File: config.mk
export PLATFORM = sky130hd
export DESIGN_NAME = ahp_host_port
export DESIGN_NICKNAME = d
export VERILOG_FILES = /design/src/logic/ahp_pkg_unused_guard.sv /design/src/logic/ahp_pkg.sv /design/src/logic/ahp_host_port.sv /design/src/logic/ahp_fifo.sv
export SDC_FILE = /design/constraint.sdc
export NUM_CORES = 1
export LEC_CHECK = 0
export BUFFER_PORTS_ARGS = -buffer_cell sky130_fd_sc_hd__buf_4
export CORE_ASPECT_RATIO = 0.9
export CORE_MARGIN = 2
export CORE_UTILIZATION = 60
export CTS_CLUSTER_DIAMETER = 150
export DETAILED_ROUTE_END_ITERATION = 7
export GPL_TIMING_DRIVEN = 0
export HOLD_SLACK_MARGIN = 0.03
export PLACE_DENSITY = 0.78
export RECOVER_POWER = 100
export SLEW_MARGIN = 20
export SYNTH_ARGS = -nofsm -noshare
export SYNTH_HDL_FRONTEND = slang
export SYNTH_SLANG_ARGS = --single-unit
File: constraint.sdc
create_clock -name clk_sys_i -period 7.22 [get_ports clk_sys_i]
set_input_delay 1.083 -clock clk_sys_i [delete_from_list [all_inputs] [get_ports clk_sys_i]]
set_output_delay 1.083 -clock clk_sys_i [all_outputs]
set_load 0.005 [all_outputs]
File: src/logic/ahp_pkg_unused_guard.sv
// empty unit: holds no logic of its own
// assumes nothing of its surroundings
`default_nettype none
`default_nettype wire

File: src/logic/ahp_pkg.sv
// package of constants and carrier types for the ata card host pin port
// assumes a single 100 MHz clock and no software-visible registers
package ahp_pkg;

	// ****************************************
	// widths
	// ****************************************
	localparam int DATA_W     = 16;
	localparam int ADDR_W     = 3;
	localparam int FIFO_DEPTH = 32;
	localparam int CNT_W      = 12;

	// ****************************************
	// timing
	// ****************************************
	localparam int CLK_PERIOD_NS = 10;
	localparam int SETUP_NS      = 30;
	localparam int STROBE_NS     = 80;
	localparam int RECOVER_NS    = 30;
	localparam int RESET_NS      = 25000;

	// least times round up to whole cycles
	localparam logic [CNT_W-1:0] SETUP_CYC   = CNT_W'((SETUP_NS + CLK_PERIOD_NS - 1) / CLK_PERIOD_NS);
	localparam logic [CNT_W-1:0] STROBE_CYC  = CNT_W'((STROBE_NS + CLK_PERIOD_NS - 1) / CLK_PERIOD_NS);
	localparam logic [CNT_W-1:0] RECOVER_CYC = CNT_W'((RECOVER_NS + CLK_PERIOD_NS - 1) / CLK_PERIOD_NS);
	localparam logic [CNT_W-1:0] RESET_CYC   = CNT_W'((RESET_NS + CLK_PERIOD_NS - 1) / CLK_PERIOD_NS);

	// ****************************************
	// reset values and data lane enables
	// ****************************************
	localparam logic [CNT_W-1:0]  CNT_RST  = 12'h000;
	localparam logic [DATA_W-1:0] DATA_RST = 16'h0000;
	localparam logic [ADDR_W-1:0] ADDR_RST = 3'h0;
	localparam logic [1:0]        LANE_OFF = 2'h0;
	localparam logic [1:0]        LANE_LO  = 2'h1;
	localparam logic [1:0]        LANE_ALL = 2'h3;

	// ****************************************
	// types
	// ****************************************
	typedef enum logic [2:0] {
		ST_RESET,
		ST_IDLE,
		ST_SETUP,
		ST_STROBE,
		ST_RECOVER
	} ahp_state_e;

	typedef struct packed {
		logic              write;
		logic              block;
		logic              dma;
		logic [ADDR_W-1:0] addr;
		logic [DATA_W-1:0] wdata;
	} ahp_cmd_s;

	typedef struct packed {
		logic              irq;
		logic              io_ready;
		logic              detect_n;
		logic              dma_req;
		logic [DATA_W-1:0] data;
	} ahp_pins_s;

	localparam ahp_cmd_s  CMD_RST  = '0;
	localparam ahp_pins_s PINS_RST = '0;

endpackage

File: src/logic/ahp_host_port.sv
// pin-level host port driving a removable ata card in direct_ata_mode
// assumes card pins are asynchronous to clk_sys_i; user command side is on clk_sys_i
`timescale 1ns/1ns
`default_nettype none
module ahp_host_port (
	input  wire logic                        clk_sys_i,
	input  wire logic                        rst_b_i,
	// user side
	input  wire logic                        cmd_valid_i,
	input  wire ahp_pkg::ahp_cmd_s           cmd_i,
	output logic                             cmd_ready_o,
	input  wire logic                        card_reset_req_i,
	output logic [ahp_pkg::DATA_W-1:0]       rd_data_o,
	output logic                             rd_valid_o,
	input  wire logic                        rd_ready_i,
	output logic                             card_irq_o,
	output logic                             card_present_o,
	output logic                             card_dma_pending_o,
	// card pins
	output logic                             card_chip_select0_n_o,
	output logic [ahp_pkg::ADDR_W-1:0]       card_reg_addr_o,
	input  wire logic [ahp_pkg::DATA_W-1:0]  card_data_bus_i,
	output logic [ahp_pkg::DATA_W-1:0]       card_data_bus_o,
	output logic [1:0]                       card_data_bus_oe_o,
	output logic                             card_read_strobe_n_o,
	output logic                             card_write_strobe_n_o,
	output logic                             card_hw_reset_n_o,
	output logic                             card_dma_ack_n_o,
	input  wire logic                        card_interrupt_req_i,
	input  wire logic                        card_io_ready_in_i,
	input  wire logic                        card_detect_n_i,
	input  wire logic                        card_dma_request_i
);

	// ****************************************
	// pin synchronisers
	// ****************************************
	ahp_pkg::ahp_pins_s pins_raw;
	ahp_pkg::ahp_pins_s pins_meta_reg;
	ahp_pkg::ahp_pins_s pins_sync_reg;

	assign pins_raw = '{irq: card_interrupt_req_i, io_ready: card_io_ready_in_i,
		detect_n: card_detect_n_i, dma_req: card_dma_request_i, data: card_data_bus_i};

	// data is also synchronised; it is sampled late in the strobe, long after it settled
	always_ff @(posedge clk_sys_i or negedge rst_b_i) begin
		if (!rst_b_i) begin
			pins_meta_reg <= ahp_pkg::PINS_RST;
			pins_sync_reg <= ahp_pkg::PINS_RST;
		end else begin
			pins_meta_reg <= pins_raw;
			pins_sync_reg <= pins_meta_reg;
		end
	end

	// ****************************************
	// status outputs
	// ****************************************
	logic irq_reg, irq_next;
	logic present_reg, present_next;
	logic dma_pend_reg, dma_pend_next;

	always_comb begin
		irq_next      = pins_sync_reg.irq;
		present_next  = !pins_sync_reg.detect_n;
		dma_pend_next = pins_sync_reg.dma_req;
	end

	always_ff @(posedge clk_sys_i or negedge rst_b_i) begin
		if (!rst_b_i) begin
			irq_reg      <= 1'b0;
			present_reg  <= 1'b0;
			dma_pend_reg <= 1'b0;
		end else begin
			irq_reg      <= irq_next;
			present_reg  <= present_next;
			dma_pend_reg <= dma_pend_next;
		end
	end

	// ****************************************
	// read data fifo
	// ****************************************
	logic                       push_reg, push_next;
	logic [ahp_pkg::DATA_W-1:0] push_data_reg, push_data_next;
	logic                       fifo_in_ready;

	ahp_fifo #(
		.WIDTH (ahp_pkg::DATA_W),
		.DEPTH (ahp_pkg::FIFO_DEPTH)
	) u_fifo (
		.clk_sys_i   (clk_sys_i),
		.rst_b_i     (rst_b_i),
		.in_valid_i  (push_reg),
		.in_ready_o  (fifo_in_ready),
		.in_data_i   (push_data_reg),
		.out_valid_o (rd_valid_o),
		.out_ready_i (rd_ready_i),
		.out_data_o  (rd_data_o)
	);

	// ****************************************
	// access sequencer
	// ****************************************
	ahp_pkg::ahp_state_e              state_reg, state_next;
	logic [ahp_pkg::CNT_W-1:0]        cnt_reg, cnt_next;
	ahp_pkg::ahp_cmd_s                cmd_reg, cmd_next;
	logic                             ready_reg, ready_next;
	logic                             cs_n_reg, cs_n_next;
	logic [ahp_pkg::ADDR_W-1:0]       addr_reg, addr_next;
	logic [ahp_pkg::DATA_W-1:0]       dout_reg, dout_next;
	logic [1:0]                       oe_reg, oe_next;
	logic                             rd_n_reg, rd_n_next;
	logic                             wr_n_reg, wr_n_next;
	logic                             rst_n_reg, rst_n_next;
	logic                             ack_n_reg, ack_n_next;
	logic                             cnt_done;
	logic                             go;

	assign cnt_done = (cnt_reg == ahp_pkg::CNT_RST);

	always_comb begin
		state_next     = state_reg;
		cnt_next       = cnt_done ? cnt_reg : cnt_reg - 1'b1;
		cmd_next       = cmd_reg;
		cs_n_next      = cs_n_reg;
		addr_next      = addr_reg;
		dout_next      = dout_reg;
		oe_next        = oe_reg;
		rd_n_next      = 1'b1;
		wr_n_next      = 1'b1;
		rst_n_next     = 1'b1;
		ack_n_next     = ack_n_reg;
		push_next      = 1'b0;
		push_data_next = push_data_reg;
		go             = 1'b0;
		case (state_reg)
			ahp_pkg::ST_RESET: begin
				rst_n_next = cnt_done;
				if (cnt_done) begin
					state_next = ahp_pkg::ST_IDLE;
				end
			end
			ahp_pkg::ST_IDLE: begin
				cs_n_next  = 1'b1;
				ack_n_next = 1'b1;
				oe_next    = ahp_pkg::LANE_OFF;
				if (card_reset_req_i) begin
					state_next = ahp_pkg::ST_RESET;
					rst_n_next = 1'b0;
					cnt_next   = ahp_pkg::RESET_CYC - 1'b1;
				end else if (cmd_valid_i && ready_reg) begin
					cmd_next   = cmd_i;
					state_next = ahp_pkg::ST_SETUP;
					cnt_next   = ahp_pkg::SETUP_CYC - 1'b1;
				end
			end
			ahp_pkg::ST_SETUP: begin
				addr_next = cmd_reg.addr;
				cs_n_next = cmd_reg.dma;
				if (cmd_reg.write) begin
					// task file writes drive only the low byte lane
					dout_next = cmd_reg.block ? cmd_reg.wdata : {8'h00, cmd_reg.wdata[7:0]};
					oe_next   = cmd_reg.block ? ahp_pkg::LANE_ALL : ahp_pkg::LANE_LO;
				end
				// a read waits for fifo room, so a full fifo stalls the command side
				go = cnt_done && (cmd_reg.write || fifo_in_ready) && (!cmd_reg.dma || pins_sync_reg.dma_req);
				if (cmd_reg.dma && pins_sync_reg.dma_req) begin
					ack_n_next = 1'b0;
				end
				if (go) begin
					state_next = ahp_pkg::ST_STROBE;
					cnt_next   = ahp_pkg::STROBE_CYC - 1'b1;
					rd_n_next  = cmd_reg.write;
					wr_n_next  = !cmd_reg.write;
				end
			end
			ahp_pkg::ST_STROBE: begin
				rd_n_next = cmd_reg.write;
				wr_n_next = !cmd_reg.write;
				// card may stretch the strobe by holding io ready low
				if (cnt_done && pins_sync_reg.io_ready) begin
					state_next = ahp_pkg::ST_RECOVER;
					cnt_next   = ahp_pkg::RECOVER_CYC - 1'b1;
					rd_n_next  = 1'b1;
					wr_n_next  = 1'b1;
					if (!cmd_reg.write) begin
						push_next      = 1'b1;
						push_data_next = cmd_reg.block ? pins_sync_reg.data : {8'h00, pins_sync_reg.data[7:0]};
					end
				end
			end
			ahp_pkg::ST_RECOVER: begin
				if (cnt_done) begin
					state_next = ahp_pkg::ST_IDLE;
					cs_n_next  = 1'b1;
					ack_n_next = 1'b1;
					oe_next    = ahp_pkg::LANE_OFF;
				end
			end
			default: begin
				state_next = ahp_pkg::ST_IDLE;
			end
		endcase
		ready_next = (state_next == ahp_pkg::ST_IDLE) && !card_reset_req_i;
	end

	always_ff @(posedge clk_sys_i or negedge rst_b_i) begin
		if (!rst_b_i) begin
			state_reg     <= ahp_pkg::ST_RESET;
			cnt_reg       <= ahp_pkg::RESET_CYC - 1'b1;
			cmd_reg       <= ahp_pkg::CMD_RST;
			ready_reg     <= 1'b0;
			cs_n_reg      <= 1'b1;
			addr_reg      <= ahp_pkg::ADDR_RST;
			dout_reg      <= ahp_pkg::DATA_RST;
			oe_reg        <= ahp_pkg::LANE_OFF;
			rd_n_reg      <= 1'b1;
			wr_n_reg      <= 1'b1;
			rst_n_reg     <= 1'b0;
			ack_n_reg     <= 1'b1;
			push_reg      <= 1'b0;
			push_data_reg <= ahp_pkg::DATA_RST;
		end else begin
			state_reg     <= state_next;
			cnt_reg       <= cnt_next;
			cmd_reg       <= cmd_next;
			ready_reg     <= ready_next;
			cs_n_reg      <= cs_n_next;
			addr_reg      <= addr_next;
			dout_reg      <= dout_next;
			oe_reg        <= oe_next;
			rd_n_reg      <= rd_n_next;
			wr_n_reg      <= wr_n_next;
			rst_n_reg     <= rst_n_next;
			ack_n_reg     <= ack_n_next;
			push_reg      <= push_next;
			push_data_reg <= push_data_next;
		end
	end

	// ****************************************
	// outputs
	// ****************************************
	assign cmd_ready_o           = ready_reg;
	assign card_irq_o            = irq_reg;
	assign card_present_o        = present_reg;
	assign card_dma_pending_o    = dma_pend_reg;
	assign card_chip_select0_n_o = cs_n_reg;
	assign card_reg_addr_o       = addr_reg;
	assign card_data_bus_o       = dout_reg;
	assign card_data_bus_oe_o    = oe_reg;
	assign card_read_strobe_n_o  = rd_n_reg;
	assign card_write_strobe_n_o = wr_n_reg;
	assign card_hw_reset_n_o     = rst_n_reg;
	assign card_dma_ack_n_o      = ack_n_reg;
endmodule
`default_nettype wire

File: src/logic/ahp_fifo.sv
// word fifo with a registered output stage
// assumes both sides on one clock; capacity is DEPTH plus the output word
`timescale 1ns/1ns
`default_nettype none
module ahp_fifo #(
	parameter int WIDTH = 16,
	parameter int DEPTH = 32
) (
	input  wire logic             clk_sys_i,
	input  wire logic             rst_b_i,
	input  wire logic             in_valid_i,
	output logic                  in_ready_o,
	input  wire logic [WIDTH-1:0] in_data_i,
	output logic                  out_valid_o,
	input  wire logic             out_ready_i,
	output logic      [WIDTH-1:0] out_data_o
);
	localparam int AW = $clog2(DEPTH);

	logic [WIDTH-1:0] mem [DEPTH];
	logic [AW-1:0]    wr_ptr_reg, wr_ptr_next;
	logic [AW-1:0]    rd_ptr_reg, rd_ptr_next;
	logic [AW:0]      cnt_reg, cnt_next;
	logic             valid_reg, valid_next;
	logic [WIDTH-1:0] data_reg, data_next;
	logic             push;
	logic             load;
	logic             pop;

	always_comb begin
		in_ready_o  = (cnt_reg != (AW+1)'(DEPTH));
		push        = in_valid_i && in_ready_o;
		load        = !valid_reg || out_ready_i;
		pop         = load && (cnt_reg != '0);
		wr_ptr_next = push ? wr_ptr_reg + 1'b1 : wr_ptr_reg;
		rd_ptr_next = pop ? rd_ptr_reg + 1'b1 : rd_ptr_reg;
		cnt_next    = cnt_reg + (AW+1)'(push) - (AW+1)'(pop);
		valid_next  = load ? (cnt_reg != '0) : valid_reg;
		data_next   = pop ? mem[rd_ptr_reg] : data_reg;
	end

	always_ff @(posedge clk_sys_i or negedge rst_b_i) begin
		if (!rst_b_i) begin
			wr_ptr_reg <= '0;
			rd_ptr_reg <= '0;
			cnt_reg    <= '0;
			valid_reg  <= 1'b0;
			data_reg   <= '0;
		end else begin
			wr_ptr_reg <= wr_ptr_next;
			rd_ptr_reg <= rd_ptr_next;
			cnt_reg    <= cnt_next;
			valid_reg  <= valid_next;
			data_reg   <= data_next;
		end
	end

	// storage is not reset; only the pointers give it meaning
	always_ff @(posedge clk_sys_i) begin
		if (push) begin
			mem[wr_ptr_reg] <= in_data_i;
		end
	end

	assign out_valid_o = valid_reg;
	assign out_data_o  = data_reg;
endmodule
`default_nettype wire

# Yosys cells after proc, flatten, opt, wreduce, memory -nomap -nowiden
# Memory sizes are Yosys's and may differ from the RTL's. A register that Yosys moved wholly into a read port is not among the register bits.
# Index checks and enable logic that the tools add are counted.
classes:
  addsub: 5
  eq_ne: 9
  n_mux: 35
  bitwise_logic: 2
  reduce_logical: 28
op_table:
  columns: ["operator", "count"]
  rows:
  - ["12-bit two-way mux", 5]
  - ["12-bit one-hot mux with 3 select lines", 1]
  - ["16-bit two-way mux", 2]
  - ["3-bit two-way mux", 5]
  - ["12-bit zero test", 1]
  - ["1-bit two-way mux", 12]
  - ["3-bit one-hot mux with 4 select lines", 1]
  - ["3-bit AND reduction", 4]
  - ["12-bit by 1-bit subtractor with 12-bit output (second input constant)", 1]
  - ["5-bit by 1-bit adder with 5-bit output (second input constant)", 2]
  - ["1-bit logical AND", 8]
  - ["6-bit by 1-bit adder with 6-bit output", 1]
  - ["3-bit by 1-bit equality test with 1-bit output (second input constant)", 2]
  - ["3-bit by 2-bit equality test with 1-bit output (second input constant)", 2]
  - ["1-bit zero test", 6]
  - ["2-bit two-way mux", 3]
  - ["2-bit inequality test (second input constant)", 3]
  - ["6-bit inequality test (second input constant)", 1]
  - ["1-bit one-hot mux with 2 select lines", 3]
  - ["1-bit one-hot mux with 3 select lines", 2]
  - ["2-bit one-hot mux with 3 select lines", 1]
  - ["6-bit nonzero test", 1]
  - ["6-bit by 1-bit subtractor with 6-bit output", 1]
  - ["2-bit AND reduction", 2]
  - ["other kinds (6)", 9]
totals:
  ff_bits: 141
  ramBits: 512
  in_bits: 47
  out_inout_bits: 47
  wordCells: 115
  memories: 1
mem_list:
  columns: ["memory", "words", "width", "read_ports", "rd_ports_with_merged_regs", "write_ports", "line", "text"]
  rows:
  - ["u_fifo.mem", 32, 16, 1, 1, 1, "ahp_fifo.sv:20", "logic [WIDTH-1:0] mem [DEPTH];"]

# Longest topological paths before layout
# Gate-level depths: netlist of the first run.
depth:
  ltp_word: 8
  ltp_mapped: 16
  depth_no_buf: 14

# By module
# From an unflattened synthesis of the first run, not the netlist that was laid out.
hier_totals:
  cells_unflattened: 1456
  hier_area_um2: 26122.6
modules_own_cells:
  columns: ["mod", "instances", "cells_each", "area_per_inst_um2", "seq_area_each_um2"]
  rows:
  - ["ahp_fifo", 1, 1081, 21395.5, 16200.5]
  - ["ahp_host_port", 1, 375, 4727.0, 3115.5]

# Least setup slack after synthesis of the first run
# No wires, ideal clock.
synth_timing:
  path_type: "input to register"
  from: "input port rd_ready_i"
  to: "register u_fifo.cnt_reg[4]"
  setup_time_ps: 122
  arrival_ps: 3114
  required_time_ps: 7098
  slack_ps: 3983
  cell_stages: 14
  n_path_buf: 2
  path_cell_list: "nand2b_1 -> and2_1 -> clkbuf_1 -> clkbuf_1 -> ha_1 -> inv_1 -> ha_1 -> inv_1 -> fa_1 -> inv_1 -> a21oi_1 -> nor2_1 -> nor2_1 -> xnor2_1"
synth_via:
  elab_chain_cells: 3
synth_lines:
  columns: ["item", "line", "text"]
  rows:
  - ["start, declared", "ahp_host_port.sv:15", "input wire logic rd_ready_i,"]
  - ["1-bit logical OR", "ahp_fifo.sv:33", "load = !valid_reg || out_ready_i;"]
  - ["1-bit logical AND", "ahp_fifo.sv:34", "pop = load && (cnt_reg != '0);"]
  - ["named net u_fifo.pop", "ahp_fifo.sv:28", "logic pop;"]
  - ["6-bit by 1-bit subtractor with 6-bit output", "ahp_fifo.sv:37", "cnt_next = cnt_reg + (AW+1)'(push) - (AW+1)'(pop);"]
  - ["named net u_fifo.cnt_next[4]", "ahp_fifo.sv:23", "logic [AW:0] cnt_reg, cnt_next;"]
  - ["end signal, assigned", "ahp_fifo.sv:52", "cnt_reg <= cnt_next;"]
  - ["end, declared", "ahp_fifo.sv:23", null]
# The timed path passes the listed nets, and every way through them passes these cells.
# A chain may end at the register's enable or synchronous reset.

==> run_results.csv, run 1 <==
group,metric,value,unit
logic_synthesis,synth_area_leaders,"edfxtp_1 (60%), dfrtp_1 (14%), mux4_2 (6.7%), mux2i_1 (5.0%), mux2_2 (1.8%)",
die,die-area,0.0446,sq mm
setup_path,cp_data_arrival_time,4.60,ns
route,first_pass_iters,6,
logic_synthesis,ys_ff_latch,669,
logic_synthesis,synthCells,1441,
global_route,grt_pass1_wl,87.5,mm
die,num_rows,71,
die,ios,94,
logic_synthesis,syn_area,0.0257,sq mm
outcome,status,"finished, violations left",
clocking,cts-resized-gates,0,
sta,finalHoldViolCount,0,
route,wl,57.8,mm
setup_path,worst-path-buf-inv,4,
global_route,overflow,0,
final_layout,finalCoreUtilization,69.2,%
sta,fin_setup_tns,0,ns
sta,grt_setup_unrepaired,"no",
setup_path,critPathRequiredTime,7.74,ns
final_layout,nets,1691,
clocking,clkSinkCount,669,
global_route,grt_pass1_vias,14200,
final_layout,regArea,0.0193,sq mm
worst_hold_path,hold_class,"reg2reg",
clocking,postCtsSetupRepairBufs,0,
sta,slew_headroom,-137,%
power_and_ir_drop,p_leak,9.17,nW
logic_synthesis,synth.net_count,1504,
run,drv_cap,3,
clocking,clkTransAtPathRegs,0.06,ns
setup_path,crit_chain,"clkbuf_1 > clkbuf_1 > clkbuf_1 > clkbuf_1 > mux2i_1 > o22ai_1 > nor3_1 > o21ai_0 > and3_1",
setup_path,critPathMaxStageDelay,0.75,ns
route,viasPerCell,6.25,
setup_path,worstPathMaxFanout,10,
global_route,antenna_found_initial,2,
setup_path,critPathTopFamily,"buffers and inverters",
sta,setup_viol,0,
route,ant_nets,0,
clocking,cts_hold_buf,0,
die,die-width,222,um
sta,clock_skew,0.0419,ns
power_and_ir_drop,vdd_drop_max,222,uV
route,vias,13900,
clocking,cts_root_buf,"clkbuf_16",
clocking,clock_path_buffers,3,
setup_path,critPathLaunchType,"flop",
route,drc,0,
final_layout,largest_reg_flops,512,
final_layout,multi_input_area,0.00597,sq mm
logic_synthesis,synth.distinct_cells,54,
logic_synthesis,synth_area_per_cell,17.9,sq um
clocking,cts_made_buffers,61,
logic_synthesis,synth_edf_count,512,
power_and_ir_drop,power.density,315,mW/mm^2
outcome,violations,"capacitance limit, slew limit",
final_layout,design_area,0.0291,sq mm
global_route,grt_max_degree,91,
placement,dp_hpwl,37.4,mm
clocking,h-tree-depth,2,
logic_synthesis,yosysSeqAreaShare,75.1,%
global_route,grt_usage,26.6,%
final_layout,nFillCells,2692,
clocking,tritoncts,"built",
logic_synthesis,yosys_warnings,0,
placement,place_congestion,0.870,
final_layout,syn_to_final_growth,12.9,%
die,start_util,61.2,%
setup_path,cp_slowest_cell,"clkbuf_1",
setup_path,critPathKind,"reg2reg",
logic_synthesis,netlist.area_leader.share,59.7,%
logic_synthesis,synth-async-reset-ratio,23.5,%
route,avgRoutedWirePerCell,26.0,um
sta,period_needed,4.08,ns
sta,max_slew.worst_pin.slew,3.56,ns
sta,finalCritPeriodShare,56.6,%
placement,placed_cell_area,0.0276,sq mm
sta,maxSlewViolCount,85,
setup_path,crit_path_end_kind,"flop",
final_layout,drive_gt1_share,18.8,%
die,die_h,200,um
setup_path,cpMostUsedCell,"clkbuf_1",
route,initialDrtViolationCount,1741,
final_layout,antenna_cells,0,
die,coreArea,0.0420,sq mm
logic_synthesis,synthFlopType,"edfxtp_1",
logic_synthesis,synth_top_cell_by_area,"edfxtp_1",
clocking,clk_latency,0.63,ns
placement,place.port_buffers,93,
sta,max_freq,0.245,GHz
-- cells in the mapped netlist, types with 4 or more instances --
cell / instances
buf_2: 22
nor3_1: 21
a211oi_1: 5
clkbuf_1: 46
edfxtp_1: 512
dfrtp_1: 147
and3_1: 12
nand2b_1: 6
or2_2: 5
mux2_2: 40
nor4_1: 4
o21ai_0: 40
nor2b_1: 6
xor2_1: 6
o31ai_1: 4
ha_1: 15
a21oi_1: 48
nand3_1: 11
o22ai_1: 52
nand2_1: 54
mux2i_1: 129
xnor2_1: 10
dfstp_2: 10
nand3b_1: 6
or3_1: 4
nand4_1: 13
mux4_2: 77
inv_1: 24
nor2_1: 68
-- kinds of logic (layout without fill, tap and decap cells) --
kind of cell | after synthesis | in the layout | synth area share, %
xor+xnor | 16 | 16 | 0.544
flops | 669 | 669 | 75.1
fa+ha+maj | 16 | 16 | 0.807
buf+inv | 99 | 335 | 1.64
simple gates | 225 | 225 | 4.45
compound gates | 167 | 167 | 3.83
mux | 249 | 249 | 13.7
-- layer usage --
metal | wire length (um) | track usage, % | vias to the layer above
li1 | - | - | 5991
met1 | 23100 | 37.9 | 7126
met2 | 28200 | 42.4 | 691
met3 | 5230 | 5.85 | 96
met4 | 1320 | 7.07 | 0
met5 | 0 | 0 | -
-- where the power goes --
| group | total [W] | switching, W | internal (W) | leakage [nW] |
|---|---|---|---|---|
| registers | 0.00425 | 0.0000657 | 0.00418 | 5.46 |
| clock network | 0.00313 | 0.00138 | 0.00175 | 0.946 |
| logic | 0.00178 | 0.00111 | 0.000666 | 2.76 |
-- area by class of cell --
cell class | instances | area share [%]
timing repair buffer | 124 | 2.57
clock buffer | 76 | 5.77
clock inverter | 36 | 0.938
inverter | 24 | 0.310
tap | 547 | 2.35
multi-input combinational | 673 | 20.5
buffer | 75 | 1.05
sequential | 669 | 66.5
-- cells in the final DEF, fill, tap and decap left out, drive strengths merged, types with 3 or more instances in the layout --
cell type and n:
nor4 4, inv 24, a211oi 5, o22ai 52
dfstp 10, buf 47, xor2 6, nand2b 6
mux2 43, or2 5, o31ai 4, mux4 77
nor2 68, nor2b 6, mux2i 129, clkinvlp 7
and3 12, clkinv 26, a21oi 48, nand2 54
or3 4, nand3 11, o211ai 3, nor3 24
nand3b 6, bufinv 3, o21ai 40, clkbuf 228
edfxtp 512, dfrtp 147, and2 3, nand4 14
xnor2 10, ha 15, o221a 3
-- worst register-to-register path, delay by kind of cell (launching register included) --
family | cells | cell delay (ns)
multiplexers | 1 | 0.28
AND/OR/NAND/NOR | 2 | 0.57
flip-flops | 1 | 0.36
buffers and inverters | 4 | 2.25
AO/OA/AOI/OAI | 2 | 0.50
-- worst paths after layout --
check	cells past startpoint	startpoint	slack, ns	to
max	9	u_fifo.rd_ptr_reg[0]	3.14	u_fifo.out_data_o[3]
max in group asynchronous	1	rst_b_i	3.52	irq_next
min in group asynchronous	1	rst_b_i	1.66	card_reg_addr_o[1]
min reg2reg	0	pins_meta_reg[9]	0.35	pins_sync_reg[9]
max reg2reg	9	u_fifo.rd_ptr_reg[0]	3.14	u_fifo.out_data_o[3]
min	0	pins_meta_reg[9]	0.35	pins_sync_reg[9]
-- stage by stage --
stage	power, W	hold WS, ns	cells	worst slack (ns)
6_report	0.00915	0.350	2224	3.14
4_1_cts	0.00919	0.350	2224	3.73
3_3_place_gp	0.00603	0.332	2081	2.83
5_1_grt	0.00946	0.353	2224	2.73
3_5_place_dp	0.00608	0.335	2112	3.39
2_1_floorplan	0.00546	0.331	1441	3.98
Power figures use the tool's default switching activity.
==> run 2: changes to the inputs <==
ABC_AREA = 1   (was default)
CORE_UTILIZATION = 56   (was 60)
PLACE_DENSITY = 0.76   (was 0.78)
clock period = 3.4 ns   (was 7.22 ns; I/O delays follow)
==> run_results.csv, run 2 <==
group,metric,value,unit
run,drv_cap,9,
route,wl,76.7,mm
die,coreArea,0.0490,sq mm
setup_path,critPathKind,"reg2reg",
route,initialDrtViolationCount,2576,
sta,max_freq,0.313,GHz
die,die_h,215,um
clocking,clock_path_buffers,3,
logic_synthesis,synth_top_cell_by_area,"edfxtp_1",
route,viasPerCell,5.61,
sta,setup_viol,0,
setup_path,cp_data_arrival_time,3.46,ns
logic_synthesis,ys_ff_latch,669,
placement,dp_hpwl,51.5,mm
global_route,grt_usage,30.2,%
global_route,grt_pass1_wl,115,mm
logic_synthesis,synth.distinct_cells,38,
logic_synthesis,syn_area,0.0278,sq mm
route,avgRoutedWirePerCell,21.9,um
die,num_rows,77,
logic_synthesis,synthCells,2599,
final_layout,fin_cells,3502,
die,die-area,0.0514,sq mm
sta,grt_setup_unrepaired,"no",
setup_path,critPathLaunchType,"flop",
sta,max_slew.worst_pin.slew,1.78,ns
placement,placed_cells,3360,
clocking,clkTransAtPathRegs,0.06,ns
worst_hold_path,holdPathStages,2,
logic_synthesis,netlist.area_leader.share,55.3,%
final_layout,final_cell_mix,"nand2_1 (847), edfxtp_1 (512), nand3_1 (341)",
final_layout,nets,2881,
logic_synthesis,yosys_warnings,0,
sta,fin_ws,0.202,ns
sta,clock_skew,0.0163,ns
logic_synthesis,yosysMostFrequentCell,"nand2_1",
clocking,clk_latency,0.60,ns
power_and_ir_drop,power.density,785,mW/mm^2
outcome,violations,"capacitance limit, slew limit",
die,ios,94,
setup_path,reg2reg_slack,0.20,ns
clocking,cts_root_buf,"clkbuf_16",
placement,pre_cts_ws,0.449,ns
sta,slew_headroom,-18.4,%
clocking,postCtsSetupRepairBufs,0,
logic_synthesis,synth-async-reset-ratio,23.5,%
global_route,overflow,0,
die,die-width,239,um
final_layout,final_common_cell,"nand2_1",
global_route,grt_max_degree,100,
route,drc,0,
global_route,grt_pass1_vias,19100,
clocking,h-tree-depth,3,
final_layout,syn_to_final_growth,13.7,%
clocking,tritoncts,"built",
setup_path,worstPathMaxFanout,10,
sta,finalCritPeriodShare,94.1,%
clocking,cts-resized-gates,0,
global_route,antenna_found_initial,0,
outcome,status,"finished, violations left",
sta,period_needed,3.20,ns
die,start_util,56.7,%
clocking,cts_made_buffers,67,
logic_synthesis,synth_area_per_cell,10.7,sq um
final_layout,largest_reg_flops,512,
logic_synthesis,synth.top_cells.by_count,"nand2_1 (845), edfxtp_1 (512), nand3_1 (341)",
clocking,cts_hold_buf,21,
route,ant_nets,0,
setup_path,rr_worst_depth,8,
logic_synthesis,synth_area_leaders,"edfxtp_1 (55%), dfrtp_1 (13%), nand2_1 (11%), nand3_1 (6.1%), inv_1 (3.7%)",
final_layout,multi_input_area,0.00667,sq mm
sta,maxSlewViolCount,264,
logic_synthesis,synth_edf_count,512,
final_layout,antenna_cells,0,
logic_synthesis,synth.net_count,2662,
setup_path,crit_path_end_kind,"flop",
final_layout,drive_gt1_share,10.5,%
route,vias,19600,
placement,place.port_buffers,93,
placement,place_congestion,0.908,
final_layout,nFillCells,3739,
worst_hold_path,hold_class,"in2reg",
logic_synthesis,synthFlopType,"edfxtp_1",
power_and_ir_drop,p_leak,13.5,nW
route,first_pass_iters,6,
sta,finalHoldViolCount,0,
power_and_ir_drop,vdd_drop_max,542,uV
clocking,clkSinkCount,669,
setup_path,critPathRequiredTime,3.66,ns
sta,fin_setup_tns,0,ns
final_layout,regArea,0.0193,sq mm
logic_synthesis,yosysSeqAreaShare,69.5,%
[run 2: cell types whose count changed after synthesis, sizes merged, moves of 18 or more]
| cell | previous run | this run |
|---|---|---|
| inv | 24 | 286 |
| mux4 | 77 | 0 |
| nor2 | 68 | 174 |
| mux2i | 129 | 0 |
| mux2 | 43 | 0 |
| buf | 29 | 87 |
| nand2 | 54 | 848 |
| o22ai | 52 | 1 |
| nand3 | 11 | 341 |
| nor3 | 24 | 6 |
[run 2: final cells by class]
class,count,area share [%]
buffer,118,1.76
clock buffer,91,6.09
inverter,289,3.44
multi-input combinational,1523,21.1
clock inverter,30,0.527
timing repair buffer,150,3.44
tap,632,2.50
sequential,669,61.1
[run 2: worst max-delay path, stage by stage, from the launching register on]
cell and delay (ns):
dfrtp_1 0.36, inv_1 0.07, ha_1 0.22, nand3_1 0.16, nand2_1 0.19, clkinv_1 0.25
nand2_1 0.31, nor2_1 0.85, clkbuf_2 0.45
[run 2: final timing paths]
kind                              startpoint                    end
min                         card_reset_req_i            cmd_ready_o
min in group asynchronous            rst_b_i  u_fifo.out_data_o[15]
max reg2reg                u_fifo.cnt_reg[3]      u_fifo.mem[30][3]
min reg2reg                 pins_meta_reg[1]       pins_sync_reg[1]
max in group asynchronous            rst_b_i       pins_sync_reg[8]
max                        u_fifo.cnt_reg[3]      u_fifo.mem[30][3]
[run 2: where the power goes]
group	internal, W	switching [W]
sequential	0.00915	0.000252
combinational	0.00238	0.00597
clock	0.00404	0.00301
total	0.0156	0.00924
[run 2: kinds of logic after synthesis]
logic type,synth area share [%]
xor+xnor,0.378
compound gates,2.44
flops,69.5
buf+inv,6.10
simple gates,20.9
fa+ha+maj,0.747
[run 2: layer usage]
metal  up-vias  track usage [%]  wire length, um
met1      9340             42.5            30200
met4         0             12.4             3560
met5         -                0                0
met3       204             6.80             8640
li1       8955                -                -
met2      1143             46.1            34300
[run 2: metrics by stage]
step / util (%) / hold slack, ns / instance area [sq um] / power (W)
global placement: 59.7 / 0.332 / 29300 / 0.0175
global route: 64.4 / 0.0985 / 31600 / 0.0259
finish: 64.4 / 0.103 / 31600 / 0.0248
detailed placement: 61.1 / 0.335 / 30000 / 0.0177
CTS: 65.8 / 0.0850 / 32300 / 0.0248
floorplan: - / 0.214 / 27800 / 0.0145
